## src/rtl/gpib_exec_consts.svh

```systemverilog
`ifndef GPIB_EXEC_CONSTS_SVH
`define GPIB_EXEC_CONSTS_SVH

// status byte bit positions (bit 1 of the byte is index 0)
`define SB_BUSY_BIT      4
`define SB_ABN_BIT       5
`define SB_SRQ_BIT       6
`define SB_ZERO_BIT      7

// four-bit condition codes
`define CODE_ORDINARY    4'h0
`define CODE_PWRON       4'h1
`define CODE_EOS         4'h2
`define CODE_CMD_ERR     4'h1
`define CODE_EXEC_ERR    4'h2
`define CODE_INT_ERR     4'h3
`define CODE_EXEC_WARN   4'h5
`define CODE_INT_WARN    4'h6

// enable reset values
`define RST_SWEEP_REQ_EN 1'b0
`define RST_SERVICE_EN   1'b1
`define RST_WARN_EN      1'b1

// warning numbers
`define WARN_50          8'h32
`define WARN_52          8'h34
`define WARN_53          8'h35
`define WARN_54          8'h36
`define WARN_110         8'h6E
`define WARN_111         8'h6F
`define WARN_130         8'h82

// repeat loop
`define REPEAT_COUNT_W   24
`define LOCAL_REP_CAP    24'h000100

// status stack and event slots, lowest index served first
`define STACK_DEPTH      8
`define EV_COUNT         7
`define EV_PWRON         3'h0
`define EV_INT_ERR       3'h1
`define EV_CMD_ERR       3'h2
`define EV_EXEC_ERR      3'h3
`define EV_EXEC_WARN     3'h4
`define EV_INT_WARN      3'h5
`define EV_EOS           3'h6

// strap capture point after reset release
`define BOOT_CAPTURE     2'h2
`define BOOT_LAST        2'h3

`endif

```

## src/rtl/gpib_exec_pkg.sv

```systemverilog
`include "gpib_exec_consts.svh"
package gpib_exec_pkg;

  typedef enum logic [1:0] {
    UNIT_ORDINARY = 2'h0,
    UNIT_WAIT     = 2'h1,
    UNIT_REPEAT   = 2'h3
  } unit_kind_e;

  typedef enum logic [1:0] {
    ST_IDLE = 2'h0,
    ST_WAIT = 2'h1
  } exec_state_e;

  typedef struct packed {
    unit_kind_e                  kind;
    logic                        frontPanel;
    logic [7:0]                  pos;
    logic [`REPEAT_COUNT_W-1:0]  count;
  } msg_unit_s;

  typedef struct packed {
    logic       srq;
    logic       abnormal;
    logic [3:0] code;
  } status_entry_s;

  typedef struct packed {
    logic sweepDoneReq;
    logic serviceReq;
    logic warningReport;
  } enable_cfg_s;

endpackage

```

## src/rtl/status_stack.sv

```systemverilog
`timescale 1ns/100ps
module status_stack #(
  parameter int WIDTH = 6,
  parameter int DEPTH = 8
) (
  // clock and reset
  input  wire logic               core_clk,
  input  wire logic               arst_n,
  // write side
  input  wire logic               push,
  input  wire logic [WIDTH-1:0]   pushData,
  // read side
  input  wire logic               pop,
  output logic      [WIDTH-1:0]   headData,
  output logic [$clog2(DEPTH):0]  count
);
  localparam int AW = $clog2(DEPTH);
  localparam int CW = AW + 1;

  logic [WIDTH-1:0] mem [DEPTH];
  logic [AW-1:0]    wrPtr;
  logic [AW-1:0]    rdPtr;
  logic [AW-1:0]    next_wrPtr;
  logic [AW-1:0]    next_rdPtr;
  logic [CW-1:0]    next_count;
  logic [WIDTH-1:0] next_headData;
  logic             doPush;
  logic             doPop;

  always_comb begin
    doPush        = push && (count != CW'(DEPTH));
    doPop         = pop && (count != '0);
    next_wrPtr    = doPush ? AW'(wrPtr + 1'b1) : wrPtr;
    next_rdPtr    = doPop ? AW'(rdPtr + 1'b1) : rdPtr;
    next_count    = CW'(count + CW'(doPush) - CW'(doPop));
    next_headData = (doPush && next_rdPtr == wrPtr) ? pushData : mem[next_rdPtr];
  end

  always_ff @(posedge core_clk) begin
    if (doPush) begin
      mem[wrPtr] <= pushData;
    end
  end

  always_ff @(posedge core_clk or negedge arst_n) begin
    if (!arst_n) begin
      wrPtr    <= '0;
      rdPtr    <= '0;
      count    <= '0;
      headData <= '0;
    end else begin
      wrPtr    <= next_wrPtr;
      rdPtr    <= next_rdPtr;
      count    <= next_count;
      headData <= next_headData;
    end
  end

endmodule

```

## src/rtl/gpib_status_and_message_exec.sv

```systemverilog
// Operation
// wait holds later units, busy, no input
// end of sweep ends the wait
// single sweep unarmed: wait is skipped
// device clear ends wait, flushes buffers
// repeat replays preceding units count times
// inner repeat acts on first pass only
// only device clear aborts repeat loop
// local return caps repetitions at 256
// sweep done raises request when enabled
// talk or listen only forces enables off
// service enable masks abnormal requests
// warning enable gates all warning reports
// serial poll returns the status byte
// strap selects unmaskable power-on status
// status byte field layout, bit 8 zero
// normal codes: ordinary, sweep, power-on
// command error gives abnormal code 0001
// execution 0010, internal error 0011
// warnings give codes 0101 and 0110
// busy while processing buffer or waiting
// sweep status after trace memory updated
// poll clears reported entry, next follows
// busy listener holds not ready for data
// eight-deep stack keeps oldest, drops normal
`include "gpib_exec_consts.svh"
`timescale 1ns/100ps
module gpib_status_and_message_exec
  import gpib_exec_pkg::*;
#(
  parameter int DEPTH = `STACK_DEPTH
) (
  // clock and reset
  input  wire logic       core_clk,
  input  wire logic       arst_n,
  // message units from the input buffer
  input  wire logic       unitValid,
  input  wire msg_unit_s  unitIn,
  output logic            unitTake,
  output logic            rewind,
  output logic            flushBuffers,
  // instrument engine
  output logic            execStrobe,
  output msg_unit_s       execUnit,
  input  wire logic       engineBusy,
  // sweep
  input  wire logic       singleSweepMode,
  input  wire logic       singleSweepArm,
  input  wire logic       sweepFinished,
  input  wire logic       traceUpdated,
  // bus interface functions
  input  wire logic       devClear,
  input  wire logic       selDevClear,
  input  wire logic       listenAddressed,
  input  wire logic       talkOnly,
  input  wire logic       listenOnly,
  input  wire logic       spollDone,
  output logic [7:0]      statusByte,
  output logic            srq,
  output logic            nrfd,
  output logic            busy,
  // front panel and strap
  input  wire logic       frontPanelLocalReturn,
  input  wire logic       powerOnStrap,
  // enables
  input  wire logic       enableWrite,
  input  wire enable_cfg_s enableIn,
  output enable_cfg_s     enableOut,
  // error and warning events
  input  wire logic       cmdError,
  input  wire logic       execError,
  input  wire logic       internalError,
  input  wire logic       warnValid,
  input  wire logic [7:0] warnCode,
  input  wire logic       internalWarn
);
  localparam int CW = $clog2(DEPTH) + 1;
  localparam int CNTW = `REPEAT_COUNT_W;

  ////////////////////////////////////////////////////////////////////////////
  // functions

  function automatic logic isWarnCode(input logic [7:0] c);
    case (c)
      `WARN_50, `WARN_52, `WARN_53, `WARN_54, `WARN_110, `WARN_111, `WARN_130: isWarnCode = 1'b1;
      default: isWarnCode = 1'b0;
    endcase
  endfunction

  function automatic logic [2:0] firstPending(input logic [`EV_COUNT-1:0] p);
    firstPending = 3'h0;
    for (int i = `EV_COUNT - 1; i >= 0; i--) begin
      if (p[i]) begin
        firstPending = 3'(i);
      end
    end
  endfunction

  function automatic status_entry_s entryFor(input logic [2:0] idx, input logic service_request_enable, input logic sweep_done_request_enable);
    entryFor = '{srq: service_request_enable, abnormal: 1'b1, code: `CODE_CMD_ERR};
    case (idx)
      `EV_PWRON:     entryFor = '{srq: 1'b1, abnormal: 1'b0, code: `CODE_PWRON};
      `EV_EOS:       entryFor = '{srq: service_request_enable & sweep_done_request_enable, abnormal: 1'b0, code: `CODE_EOS};
      `EV_CMD_ERR:   entryFor.code = `CODE_CMD_ERR;
      `EV_EXEC_ERR:  entryFor.code = `CODE_EXEC_ERR;
      `EV_INT_ERR:   entryFor.code = `CODE_INT_ERR;
      `EV_EXEC_WARN: entryFor.code = `CODE_EXEC_WARN;
      `EV_INT_WARN:  entryFor.code = `CODE_INT_WARN;
      default: ;
    endcase
  endfunction

  ////////////////////////////////////////////////////////////////////////////
  // declarations

  exec_state_e          state;
  exec_state_e          next_state;
  logic                 loopActive;
  logic                 next_loopActive;
  logic [7:0]           loopPos;
  logic [7:0]           next_loopPos;
  logic [CNTW-1:0]      loopCount;
  logic [CNTW-1:0]      next_loopCount;
  logic [CNTW-1:0]      reps;
  logic [CNTW-1:0]      next_reps;
  logic [CNTW-1:0]      repsPlus;
  logic                 localMode;
  logic                 next_localMode;
  logic                 next_rewind;
  logic                 next_flush;
  logic                 next_execStrobe;
  msg_unit_s            next_execUnit;
  logic                 fpReject;
  logic                 clearAll;
  logic                 sweepPend;
  logic                 next_sweepPend;
  logic                 eosEvent;
  enable_cfg_s          cfg;
  enable_cfg_s          next_cfg;
  logic                 sweepEff;
  logic                 rqsEff;
  logic                 strapMeta;
  logic                 strapSync;
  logic [1:0]           bootCnt;
  logic [1:0]           next_bootCnt;
  logic                 powerOnEvt;
  logic [`EV_COUNT-1:0] raw;
  logic [`EV_COUNT-1:0] pend;
  logic [`EV_COUNT-1:0] next_pend;
  logic [2:0]           pushIdx;
  logic                 stackPush;
  status_entry_s        pushData;
  status_entry_s        head;
  logic [CW-1:0]        count;
  logic [7:0]           next_statusByte;

  ////////////////////////////////////////////////////////////////////////////
  // message execution

  assign clearAll = devClear || (selDevClear && listenAddressed);
  assign repsPlus = CNTW'(reps + 1'b1);
  assign unitTake = unitValid && state == ST_IDLE && !engineBusy && !execStrobe && !rewind && !clearAll
                    && !flushBuffers;
  assign busy = unitValid || state != ST_IDLE || engineBusy || execStrobe || loopActive || rewind;
  assign nrfd = busy && listenAddressed;

  always_comb begin
    next_state      = state;
    next_loopActive = loopActive;
    next_loopPos    = loopPos;
    next_loopCount  = loopCount;
    next_reps       = reps;
    next_localMode  = localMode;
    next_rewind     = 1'b0;
    next_flush      = 1'b0;
    next_execStrobe = 1'b0;
    next_execUnit   = execUnit;
    fpReject        = 1'b0;
    if (!loopActive && !unitValid && state == ST_IDLE) begin
      next_localMode = 1'b0;
    end
    if (frontPanelLocalReturn) begin
      next_localMode = 1'b1;
    end
    if (state == ST_WAIT && eosEvent) begin
      next_state = ST_IDLE;
    end
    if (unitTake) begin
      case (unitIn.kind)
        UNIT_WAIT: begin
          if (!(singleSweepMode && !singleSweepArm)) begin
            next_state = ST_WAIT;
          end
        end
        UNIT_REPEAT: begin
          if (loopActive && unitIn.pos < loopPos) begin
            next_loopActive = loopActive;
          end else if (loopActive && unitIn.pos == loopPos) begin
            if (repsPlus >= loopCount || (localMode && repsPlus >= `LOCAL_REP_CAP)) begin
              next_loopActive = 1'b0;
              next_reps       = '0;
            end else begin
              next_reps   = repsPlus;
              next_rewind = 1'b1;
            end
          end else if (unitIn.count != '0) begin
            next_loopActive = 1'b1;
            next_loopPos    = unitIn.pos;
            next_loopCount  = unitIn.count;
            next_reps       = '0;
            next_rewind     = 1'b1;
          end
        end
        default: begin
          if (localMode && unitIn.frontPanel) begin
            fpReject = 1'b1;
          end else begin
            next_execStrobe = 1'b1;
            next_execUnit   = unitIn;
          end
        end
      endcase
    end
    if (clearAll) begin
      next_state      = ST_IDLE;
      next_loopActive = 1'b0;
      next_reps       = '0;
      next_localMode  = 1'b0;
      next_flush      = 1'b1;
      next_execStrobe = 1'b0;
      next_rewind     = 1'b0;
    end
  end

  always_ff @(posedge core_clk or negedge arst_n) begin
    if (!arst_n) begin
      state        <= ST_IDLE;
      loopActive   <= 1'b0;
      loopPos      <= '0;
      loopCount    <= '0;
      reps         <= '0;
      localMode    <= 1'b0;
      rewind       <= 1'b0;
      flushBuffers <= 1'b0;
      execStrobe   <= 1'b0;
      execUnit     <= '0;
    end else begin
      state        <= next_state;
      loopActive   <= next_loopActive;
      loopPos      <= next_loopPos;
      loopCount    <= next_loopCount;
      reps         <= next_reps;
      localMode    <= next_localMode;
      rewind       <= next_rewind;
      flushBuffers <= next_flush;
      execStrobe   <= next_execStrobe;
      execUnit     <= next_execUnit;
    end
  end

  ////////////////////////////////////////////////////////////////////////////
  // sweep, enables and power-on strap

  assign eosEvent = traceUpdated && (sweepPend || sweepFinished);
  assign sweepEff = cfg.sweepDoneReq && !(talkOnly || listenOnly);
  assign rqsEff = cfg.serviceReq && !(talkOnly || listenOnly);
  assign powerOnEvt = bootCnt == `BOOT_CAPTURE && strapSync;
  assign enableOut = cfg;

  always_comb begin
    next_sweepPend = (sweepPend || sweepFinished) && !traceUpdated;
    next_cfg       = enableWrite ? enableIn : cfg;
    next_bootCnt   = (bootCnt == `BOOT_LAST) ? bootCnt : 2'(bootCnt + 1'b1);
  end

  always_ff @(posedge core_clk or negedge arst_n) begin
    if (!arst_n) begin
      sweepPend <= 1'b0;
      cfg       <= '{sweepDoneReq: `RST_SWEEP_REQ_EN, serviceReq: `RST_SERVICE_EN, warningReport: `RST_WARN_EN};
      bootCnt   <= 2'h0;
      strapMeta <= 1'b0;
      strapSync <= 1'b0;
    end else begin
      sweepPend <= next_sweepPend;
      cfg       <= next_cfg;
      bootCnt   <= next_bootCnt;
      strapMeta <= powerOnStrap;
      strapSync <= strapMeta;
    end
  end

  ////////////////////////////////////////////////////////////////////////////
  // status events and stack

  always_comb begin
    raw                = '0;
    raw[`EV_PWRON]     = powerOnEvt;
    raw[`EV_INT_ERR]   = internalError;
    raw[`EV_CMD_ERR]   = cmdError;
    raw[`EV_EXEC_ERR]  = execError || fpReject;
    raw[`EV_EXEC_WARN] = warnValid && cfg.warningReport && isWarnCode(warnCode);
    raw[`EV_INT_WARN]  = internalWarn && cfg.warningReport;
    raw[`EV_EOS]       = eosEvent && sweepEff;
    pushIdx            = firstPending(pend);
    pushData           = entryFor(pushIdx, rqsEff, sweepEff);
    stackPush          = 1'b0;
    if (pend != '0) begin
      stackPush = pushData.abnormal ? (int'(count) < DEPTH) : (int'(count) < DEPTH - 1);
    end
    next_pend = pend;
    if (pend != '0) begin
      next_pend[pushIdx] = 1'b0;
    end
    next_pend = next_pend | raw;
    if (count != '0) begin
      next_statusByte = {1'b0, head.srq, head.abnormal, busy, head.code};
    end else begin
      next_statusByte = {1'b0, 1'b0, 1'b0, busy, `CODE_ORDINARY};
    end
  end

  always_ff @(posedge core_clk or negedge arst_n) begin
    if (!arst_n) begin
      pend       <= '0;
      statusByte <= 8'h00;
    end else begin
      pend       <= next_pend;
      statusByte <= next_statusByte;
    end
  end

  assign srq = (count != '0) && head.srq;

  status_stack #(
    .WIDTH ($bits(status_entry_s)),
    .DEPTH (DEPTH)
  ) u_stack (
    .core_clk (core_clk),
    .arst_n   (arst_n),
    .push     (stackPush),
    .pushData (pushData),
    .pop      (spollDone),
    .headData (head),
    .count    (count)
  );
endmodule

```

## config.mk

```make
export PLATFORM = sky130hd
export DESIGN_NAME = gpib_status_and_message_exec
export DESIGN_NICKNAME = d
export VERILOG_FILES = /design/src/rtl/gpib_exec_pkg.sv /design/src/rtl/status_stack.sv /design/src/rtl/gpib_status_and_message_exec.sv
export VERILOG_INCLUDE_DIRS = /design/src /design/src/rtl
export SDC_FILE = /design/constraint.sdc
export NUM_CORES = 1
export LEC_CHECK = 0
export BUFFER_PORTS_ARGS = -buffer_cell sky130_fd_sc_hd__buf_2
export CORE_MARGIN = 5
export CORE_UTILIZATION = 51
export CTS_BUF_LIST = sky130_fd_sc_hd__clkbuf_16
export CTS_CLUSTER_DIAMETER = 150
export DETAILED_ROUTE_END_ITERATION = 6
export PLACE_DENSITY_LB_ADDON = 0.1
export SLEW_MARGIN = 20
export SYNTH_ARGS = -nofsm -noshare
export SYNTH_HDL_FRONTEND = slang
export SYNTH_SLANG_ARGS = --single-unit
```

## constraint.sdc

```tcl
create_clock -name core_clk -period 5.07 [get_ports core_clk]
set_clock_uncertainty 0.15 [all_clocks]
set_input_delay 0.2535 -clock core_clk [delete_from_list [all_inputs] [get_ports core_clk]]
set_output_delay 0.2535 -clock core_clk [all_outputs]
set_load 0.02 [all_outputs]
```

* After elaboration in Yosys (flattened, before gate mapping) *
Memories as Yosys holds them, arrays and structs flattened. A register that Yosys moved wholly into a read port is not among the register bits.
Index checks and enable logic that the tools add are counted.

storage, ports and cells
  input port bits = 68
  logic and storage cells = 195
  output and inout port bits = 53
  memories = 1
  register bits after elaboration = 137
  bits in writable memories = 40

memories
  memory       depth  bits a word  read ports  clocked after Yosys merged registers in  write ports  RTL line            text
  u_stack.mem  8      5            1           1                                        1            status_stack.sv:20  logic [WIDTH-1:0] mem [DEPTH];

cells by class
  mux-type cells = 57
  $add $sub $neg = 6
  eq/ne operators = 22
  bitwise gates (word level) = 8
  reduce and logical (&&, ||, !) cells = 68
  order comparisons = 7

operator list
  operator                                                            count
  two-way mux 24 bit                                                  7
  equality test 8 x 6 -> 1 bit, second input constant                 4
  two-way mux 1 bit                                                   31
  logical AND 1 bit                                                   30
  adder 24 x 1 -> 24 bit, second input constant                       1
  greater-or-equal comparator 24 bit                                  1
  greater-or-equal comparator 24 x 9 -> 1 bit, second input constant  1
  two-way mux 3 bit                                                   8
  nonzero test 24 bit                                                 1
  equality test 8 x 7 -> 1 bit, second input constant                 2
  two-way mux 7 bit                                                   2
  one-hot mux 3 bit (4 select lines)                                  1
  logical NOT 1 bit                                                   11
  logical OR 1 bit                                                    10
  two-way mux 2 bit                                                   5
  AND reduction 5 bit                                                 2
  equality test 3 bit, second input constant                          3
  equality test 8 bit                                                 1
  equality test 8 bit, second input constant                          1
  less-than comparator 8 bit                                          1
  bitwise AND 7 bit                                                   1
  NOT 7 bit                                                           1
  bitwise OR 7 bit                                                    1
  nonzero test 7 bit                                                  1
  other kinds (30)                                                    41

* Longest topological paths before layout *
Gate-level depths: netlist of run 1.

  depth in word-level cells = 15
  depth in mapped cells = 15
  depth with buffers taken out = 14

* Cells and area by module *
Synthesis of run 1 repeated with hierarchy kept, for this count alone.

second synthesis, totals
  cells, all modules = 847
  area, all modules = 9,146.3 um^2

modules (own cells, without submodules)
  module                        seq. area each (um^2)  times used  cells an instance  area an instance (um^2)
  gpib_status_and_message_exec  3,005.4                1           657                6,296.0
  status_stack                  1,841.8                1           190                2,850.2

* Worst setup path after synthesis of run 1 *
Ideal clock, no wire load.

  path kind = register to register
  from = register reps[0]
  to = register reps[4]
  period minus slack after synthesis = 3,876 ps
  path slack = 1,194 ps
  stages on the path, launching flop included = 15
  required time = 4,840 ps
  arrival = 3,646 ps
  setup time = 80 ps
  path buffers = 1
  cells stage by stage = dfrtp_1 > and4_1 > nand2_1 > and2_1 > or2_2 > ha_1 > a2111oi_0 > nor3_1 > a221o_1 > or4b_1 > o211ai_1 > a211oi_1 > clkbuf_1 > nand4_1 > mux2i_1

on the way
  longest elaborated chain between the ends = 10

RTL lines
  what                                                          RTL line                             text
  from (decl)                                                   gpib_status_and_message_exec.sv:124  logic [CNTW-1:0] reps;
  from (signal assigned)                                        gpib_status_and_message_exec.sv:252  reps <= next_reps;
  adder 24 x 1 -> 24 bit (*)                                    gpib_status_and_message_exec.sv:161  assign repsPlus = CNTW'(reps + 1'b1);
  greater-or-equal comparator 24 x 9 -> 1 bit (no source line)  --
  logical AND 1 bit (no source line)                            --
  logical OR 1 bit                                              gpib_status_and_message_exec.sv:199  if (repsPlus >= loopCount || (localMode && repsPlus >= `LOCAL_REP_CAP)) begin
  two-way mux 24 bit (*)                                        gpib_status_and_message_exec.sv:199
  two-way mux 24 bit (*)                                        gpib_status_and_message_exec.sv:198  end else if (loopActive && unitIn.pos == loopPos) begin
  two-way mux 24 bit (*)                                        gpib_status_and_message_exec.sv:196  if (loopActive && unitIn.pos < loopPos) begin
  two-way mux 24 bit (*)                                        gpib_status_and_message_exec.sv:189  case (unitIn.kind)
  two-way mux 24 bit (*)                                        gpib_status_and_message_exec.sv:188  if (unitTake) begin
  two-way mux 24 bit (*)                                        gpib_status_and_message_exec.sv:224  if (clearAll) begin

Every way passes the cells marked *; elsewhere a longest branch is shown, timed or not. The select of a mux whose other input is x is not followed.
A chain may end at the register's enable or synchronous reset.

* Final worst setup path of run 1 *
  from = register reps[0]
  to = register reps[14]

The elaborated chain is that of the path after synthesis.

==> results of run 1 <==
[worst max path at each step]
stage | startpoint | endpoint | slack, ns | depth (start not counted)
5_1_grt | reps[0] | reps[6] | 0.48 | 14
6_report | reps[0] | reps[14] | 0.67 | 14
4_1_cts | reps[0] | reps[14] | 0.72 | 14
3_3_place_gp | reps[0] | reps[3] | 0.92 | 14
3_5_place_dp | reps[0] | reps[16] | 0.84 | 14
2_1_floorplan | reps[0] | reps[4] | 1.19 | 14
[kinds of logic after synthesis]
logic type,after synthesis
buffers and inverters,100
and+or+nand+nor,348
AOI/OAI and AO/OA,123
DFF,174
other,1
xor gates and xnor gates,31
adders and majority gates,45
muxes,44
[flip-flops by register name, indices dropped and copies added, names as in the netlist, 2 cells and up]
signal,cells
loopPos,8
u_stack.headData,5
u_stack.mem,40
loopCount,24
u_stack.wrPtr,3
reps,24
u_stack.count,4
pend,7
statusByte,6
execUnit,35
bootCnt,2
u_stack.rdPtr,3
state,2
enableOut,3
[repair_timing]
action,4_1_cts,5_1_grt
resized for setup,0,0
endpoints found under the hold margin,175,0
setup buffers,0,0
hold buffers,56,0
[final cells by class]
cell class / count / share of cell area (%)
inverter: 60 / 2.100
sequential: 174 / 42.50
clock buffer: 17 / 3.967
multi-input combinational: 593 / 36.00
timing repair buffer: 181 / 11.28
clock inverter: 15 / 1.529
tap: 225 / 2.625
[report_power, final]
group          switching [mW]  leakage [nW]  total (mW)  internal [mW]
combinational           0.671          2.83        1.22          0.551
sequential              0.127          2.00        1.84           1.71
clock                   0.563         0.286        1.30          0.733
total                    1.36          5.12        4.36           3.00
[worst max-delay path, cell delays in order (launching register included)]
cell	delay, ns
sky130_fd_sc_hd__dfrtp_1	0.49
sky130_fd_sc_hd__and4_1	0.34
sky130_fd_sc_hd__nand2_1	0.13
sky130_fd_sc_hd__and2_1	0.20
sky130_fd_sc_hd__or2_2	0.30
sky130_fd_sc_hd__ha_1	0.32
sky130_fd_sc_hd__a2111oi_0	0.42
sky130_fd_sc_hd__o21ai_1	0.13
sky130_fd_sc_hd__a221o_1	0.32
sky130_fd_sc_hd__or4b_1	0.16
sky130_fd_sc_hd__o211ai_1	0.11
sky130_fd_sc_hd__a211oi_2	0.20
sky130_fd_sc_hd__buf_4	0.29
sky130_fd_sc_hd__and3_1	0.55
sky130_fd_sc_hd__a22o_1	0.21
[layout by cell type, fill, tap and decap left out, types with 7 or more instances in the layout]
cell,Yosys,layout
sky130_fd_sc_hd__mux2_1,7,7
sky130_fd_sc_hd__dfrtp_1,132,132
sky130_fd_sc_hd__a22o_1,10,10
sky130_fd_sc_hd__nand4_1,14,14
sky130_fd_sc_hd__inv_1,57,57
sky130_fd_sc_hd__nand3_1,26,26
sky130_fd_sc_hd__nor3_1,14,14
sky130_fd_sc_hd__buf_2,5,117
sky130_fd_sc_hd__o21ai_0,33,33
sky130_fd_sc_hd__and3_1,8,8
sky130_fd_sc_hd__and2_1,11,10
sky130_fd_sc_hd__nor2_1,36,36
sky130_fd_sc_hd__mux2_2,15,15
sky130_fd_sc_hd__nor4_1,8,8
sky130_fd_sc_hd__dlygate4sd3_1,0,56
sky130_fd_sc_hd__nor2b_1,10,10
sky130_fd_sc_hd__mux2i_1,17,17
sky130_fd_sc_hd__xor2_1,8,8
sky130_fd_sc_hd__o21ai_1,13,13
sky130_fd_sc_hd__edfxtp_1,40,40
sky130_fd_sc_hd__a21oi_1,21,21
sky130_fd_sc_hd__nand2_1,182,182
sky130_fd_sc_hd__nand2b_1,12,12
sky130_fd_sc_hd__ha_1,42,42
sky130_fd_sc_hd__clkbuf_16,0,17
sky130_fd_sc_hd__xnor2_1,22,21
sky130_fd_sc_hd__buf_4,7,7
[per-stage QoR]
step,std cells,total power [mW]
3_3_place_gp,1177,3.027
3_5_place_dp,1177,3.054
4_1_cts,1265,4.406
5_1_grt,1265,4.636
2_1_floorplan,867,2.691
6_report,1265,4.356
[layer usage]
layer | vias up | part of all wire (%) | GRT usage (%)
li1 | 3317 | - | -
met1 | 3249 | 47 | 29.42
met3 | 22 | 3.8 | 3.876
met4 | 0 | 1.4 | 5.556
met2 | 144 | 47 | 33.46
met5 | - | 0 | 0
==> flow_metrics.tcl, run 1 <==
set metrics [dict create \
    final_design_area_no_fill_um2 10720 \
    drive_gt1_share_pct 18.65 \
    final.setup.tns_ns 0 \
    dp_slack_ns 0.8361 \
    netlist_area_um2 8807 \
    synth_top_area_share_pct 37.51 \
    regToRegSetupSlack_ns 0.67 \
    dieWidth_um 141.4 \
    yosys_register_bits 174 \
    synth.most_common_cell "sky130_fd_sc_hd__nand2_1" \
    critical_path.endpoint_type "register" \
    fmaxAchievable_mhz 227.2 \
    drt_iter0_markers 426 \
    yosysWarningCount 0 \
    hold_violations 0 \
    start_util_pct 51.45 \
    clock-root-buffer "sky130_fd_sc_hd__clkbuf_16" \
    cp_data_arrival_time_ns 4.61 \
    wl_um 20020 \
    outcome "completed" \
    worstPathMaxFanout 18 \
    timing_worst_setup_path_type "register to register" \
    power_leakage_nw 5.117 \
    synth_simple_gate_area_share_pct 18.72 \
    area_delta_synth_final_pct 21.75 \
    grt.total_usage_pct 20.85 \
    final.setup.worst_slack_ns 0.6686 \
    synth_cell_types 70 \
    finalWeightedCongestion 0.8915 \
    htreeDepth 4 \
    maxCapViolations 0 \
    part_of_the_yosys_area_used_for_sequential_elements_pct 51.74 \
    timing_max_transition_violations_final 0 \
    timing.rr.start "reps[0]" \
    floorplan.io_pins 121 \
    timing.rr.end "reps[14]" \
    postSynth.topFlopCell "sky130_fd_sc_hd__dfrtp_1" \
    grt_first_pass_wirelength_um 33790 \
    min_from "warnCode[7]" \
    rows 48 \
    finalHoldWorstSlack_ns 0.01253 \
    grt_remaining_overflow 0 \
    post_synth_mux_area_share_pct 6.024 \
    ys_top_cells_by_area "sky130_fd_sc_hd__dfrtp_1 38%, sky130_fd_sc_hd__edfxtp_1 14%, sky130_fd_sc_hd__nand2_1 7.8%" \
    clkSlewWorstSetupHoldPaths_ns 0.07 \
    die_h_um 141.4 \
    maximum_number_of_pins_on_one_net_before_global_route_repair 96 \
    hold_end "pend[4]" \
    setup_viol 0 \
    cts_inserted_buffers 17 \
    worstSetupStartpointType "register" \
    dr_total_vias 6732 \
    min_delay_path_depth 3 \
    power.ir.vdd_worst_mv 0.2313 \
    multi_input_area_um2 3860 \
    hpwlAfterDp_um 13720 \
    final_core_util_pct 62.65 \
    sequential_cell_area_um2 4557 \
    cts_buffer_depth 2 \
    placeableCoreArea_um2 17120 \
    share_of_synthesized_registers_carrying_an_async_set_or_reset_pct 77.01 \
    synth.avg_cell_area_um2 10.17 \
    diodes 0 \
    rsz0062_at_grt "no" \
    antenna_left 0 \
    timing.reg2reg.worst_path_depth 14 \
    worst_slew_margin_rel_pct 36.61 \
    synth-edff-count 40 \
    synth_compound_area_share_pct 9.177 \
    clk_latency_ns 0.43 \
    fillers 1400 \
    power_per_cell_area_nw_per_um2 406.2 \
    first_global_vias 6716 \
    pin_slew_with_the_least_headroom_to_its_limit_ns 0.9508 \
    syn-instance-count 866 \
    min_period_ns 4.401 \
    floorplan.die_area_um2 20000 \
    post_synth_fa_ha_maj_area_fraction_pct 6.421 \
    placement.io_buffers 118 \
    post_dp_cell_area_um2 9573 \
    synth_common_cells "182 x sky130_fd_sc_hd__nand2_1, 132 x sky130_fd_sc_hd__dfrtp_1, 57 x sky130_fd_sc_hd__inv_1, 42 x sky130_fd_sc_hd__ha_1, 40 x sky130_fd_sc_hd__edfxtp_1" \
    synth_largest_area_cell "sky130_fd_sc_hd__dfrtp_1" \
    antenna_violations_before_repair 0 \
    routedWlPerCell_um 15.83 \
    cp.required_ns 5.28 \
    route.detailed.drc 0 \
    cts_tree "built" \
    synth_top_family_by_area "simple AND/OR/NAND/NOR gates" \
    clock_sinks 174 \
    number_of_vias_per_cell_after_detailed_routing 5.322 \
    synthXorXnorAreaFrac_pct 3.239 \
    hold_path.class "input port to register" \
    dr.pass1.iters 5 \
    layout.nets 1138 \
    min_period_over_period_pct 86.81 \
]
(Power assumes the default switching activity.)
==> run 2: changes to the inputs <==
--- a/config.mk
+++ b/config.mk
@@ -7,8 +7,10 @@
 export NUM_CORES = 1
 export LEC_CHECK = 0
 export BUFFER_PORTS_ARGS = -buffer_cell sky130_fd_sc_hd__buf_2
+export CELL_PAD_IN_SITES_DETAIL_PLACEMENT = 1
+export CELL_PAD_IN_SITES_GLOBAL_PLACEMENT = 1
 export CORE_MARGIN = 5
-export CORE_UTILIZATION = 51
+export CORE_UTILIZATION = 45
 export CTS_BUF_LIST = sky130_fd_sc_hd__clkbuf_16
 export CTS_CLUSTER_DIAMETER = 150
 export DETAILED_ROUTE_END_ITERATION = 6
==> run 2 against run 1 <==
Effect of this change:
- sequential share of layout area fell by 0.084 points
- final area rose by 0.20%
- routed wire length rose by 18%
==> flow_metrics.tcl, run 2 (synthesis results as in run 1) <==
set metrics [dict create \
    outcome "completed" \
    clkSlewWorstSetupHoldPaths_ns 0.07 \
    largest_registers "u_stack.mem (40), execUnit (35)" \
    max_flop_register "u_stack.mem" \
    sw_frac_of_total_pct 32.56 \
    dr.pass1.iters 4 \
    diodes 0 \
    dieWidth_um 149.9 \
    cts_inserted_buffers 17 \
    hold_path.class "input port to register" \
    start_util_pct 45.40 \
    hold_violations 0 \
    cts_tree "built" \
    fmaxAchievable_mhz 242.0 \
    grt_remaining_overflow 0 \
    worstPathMaxFanout 10 \
    power_frac_clock_pct 28.9 \
    rows 51 \
    drt_iter0_markers 268 \
    min_period_ns 4.132 \
    routedWlPerCell_um 18.08 \
    area_delta_synth_final_pct 21.99 \
    total_power_mw 4.370 \
    final_core_util_pct 55.39 \
    final_cell_count_no_fill 1305 \
    power_per_cell_area_nw_per_um2 406.7 \
    timing.critical_path.slowest_cell_delay_ns 0.51 \
    place_inst 1217 \
    route.detailed.drc 0 \
    setup_viol 0 \
    final.setup.worst_slack_ns 0.9378 \
    dp_slack_ns 1.007 \
    grt.total_usage_pct 21.96 \
    grt_first_pass_wirelength_um 38880 \
    drive_gt1_share_pct 18.85 \
    layout.nets 1138 \
    seqPwrFrac_pct 42.2 \
    largest_register_ff_count 40 \
    critical_path.endpoint_type "register" \
    htreeDepth 4 \
    antenna_violations_before_repair 0 \
    placeableCoreArea_um2 19400 \
    min_period_over_period_pct 81.50 \
    worstSetupStartpointType "register" \
    layout.cells.most_common "sky130_fd_sc_hd__nand2_1" \
    timing_max_transition_violations_final 0 \
    first_global_vias 7506 \
    dr_total_vias 6989 \
    cts.repair.resized 0 \
    clock-root-buffer "sky130_fd_sc_hd__clkbuf_16" \
    pin_slew_with_the_least_headroom_to_its_limit_ns 1.003 \
    worst_slew_margin_rel_pct 33.17 \
    final_design_area_no_fill_um2 10740 \
    postCtsSetupBuffers 0 \
    floorplan.io_pins 121 \
    finalWeightedCongestion 0.8657 \
    floorplan.die_area_um2 22470 \
    critical_path_cell_by_cell "ha_1, and3_1, nand4_1, and2_1, or2_2, ha_1, and4_1, nand2_1, or4b_1, o211ai_1, a211oi_2, and3_1, a22o_1" \
    final.setup.tns_ns 0 \
    placement.io_buffers 118 \
    number_of_vias_per_cell_after_detailed_routing 5.356 \
    timing_worst_setup_path_type "register to register" \
    hpwlAfterDp_um 16470 \
    p_sw_mw 1.423 \
    finalHoldWorstSlack_ns 0.02364 \
    cp.required_ns 5.23 \
    clock_sinks 174 \
    cp_data_arrival_time_ns 4.29 \
    cp_slowest_cell "sky130_fd_sc_hd__or4b_1" \
    cts_buffer_depth 2 \
    power.ir.vdd_worst_mv 0.2229 \
    antenna_left 0 \
    maximum_number_of_pins_on_one_net_before_global_route_repair 92 \
    wl_um 23600 \
    rsz0062_at_grt "no" \
    combinationalPowerShare_pct 28.9 \
    post_dp_cell_area_um2 9623 \
    p_int_mw 2.947 \
    maxCapViolations 0 \
    clk_latency_ns 0.43 \
    layout_common_cells "182 x sky130_fd_sc_hd__nand2_1, 132 x sky130_fd_sc_hd__dfrtp_1, 117 x sky130_fd_sc_hd__buf_2, 57 x sky130_fd_sc_hd__inv_1, 56 x sky130_fd_sc_hd__dlygate4sd3_1" \
    die_h_um 149.9 \
    power_leakage_nw 5.105 \
]
==> run 2: cell types whose count changed in the layout (fill, tap and decap cells not counted), sizes merged <==
cell | before | now
inv | 63 | 65
clkinvlp | 1 | 2
bufinv | 2 | 1
clkinv | 9 | 7
==> run 2: final cells by class <==
class | count | area (um2)
clock buffers | 17 | 425.4
clock inverters | 15 | 135.1
fillers | 2247 | 8655
inverters | 60 | 225.2
multi-input cells | 593 | 3860
flip-flops and latches | 174 | 4557
well taps | 265 | 331.6
repair buffers | 181 | 1210
==> run 2: final timing paths <==
check                             from             to  slack, ns  cells after the start
setup / recovery               reps[0]       reps[14]       0.94                     13
hold / removal             warnCode[7]        pend[4]       0.02                      3
setup reg to reg               reps[0]       reps[14]       0.94                     13
hold reg to reg              strapMeta      strapSync       0.20                      0
max in group asynchronous       arst_n  loopCount[14]       3.32                      3
min in group asynchronous       arst_n   execUnit[25]       0.31                      2
==> run 2: critical path, delay by kind of cell (launching register included) <==
| family | cells | cell delay [ns] |
|---|---|---|
| and+or+nand+nor | 8 | 2.23 |
| AOI/OAI and AO/OA | 3 | 0.53 |
| adders and majority gates | 2 | 0.62 |
| DFF | 1 | 0.49 |
==> run 2: layer usage <==
layer  track usage (%)  vias up  routed length, um
met5                 0        -                  0
met4             6.450        0                434
met3             3.513       34                579
met2             38.18      111              12040
met1             28.32     3522              10550
li1                  -     3322                  -
==> run 2: power by group through the flow <==
stage / combinational (mW) / clock [mW] / sequential [mW]
6_report: 1.26 / 1.26 / 1.84
5_1_grt: 1.40 / 1.35 / 1.87
4_1_cts: 1.28 / 1.28 / 1.84
3_5_place_dp: 1.22 / 0 / 1.87
3_3_place_gp: 1.19 / 0 / 1.85
2_1_floorplan: 0.763 / 0 / 1.93
==> run 2: repair_timing <==
item,in CTS,in global routing
endpoints found under the hold margin,169,0
hold buffers,56,0
endpoints found under the setup margin,0,0
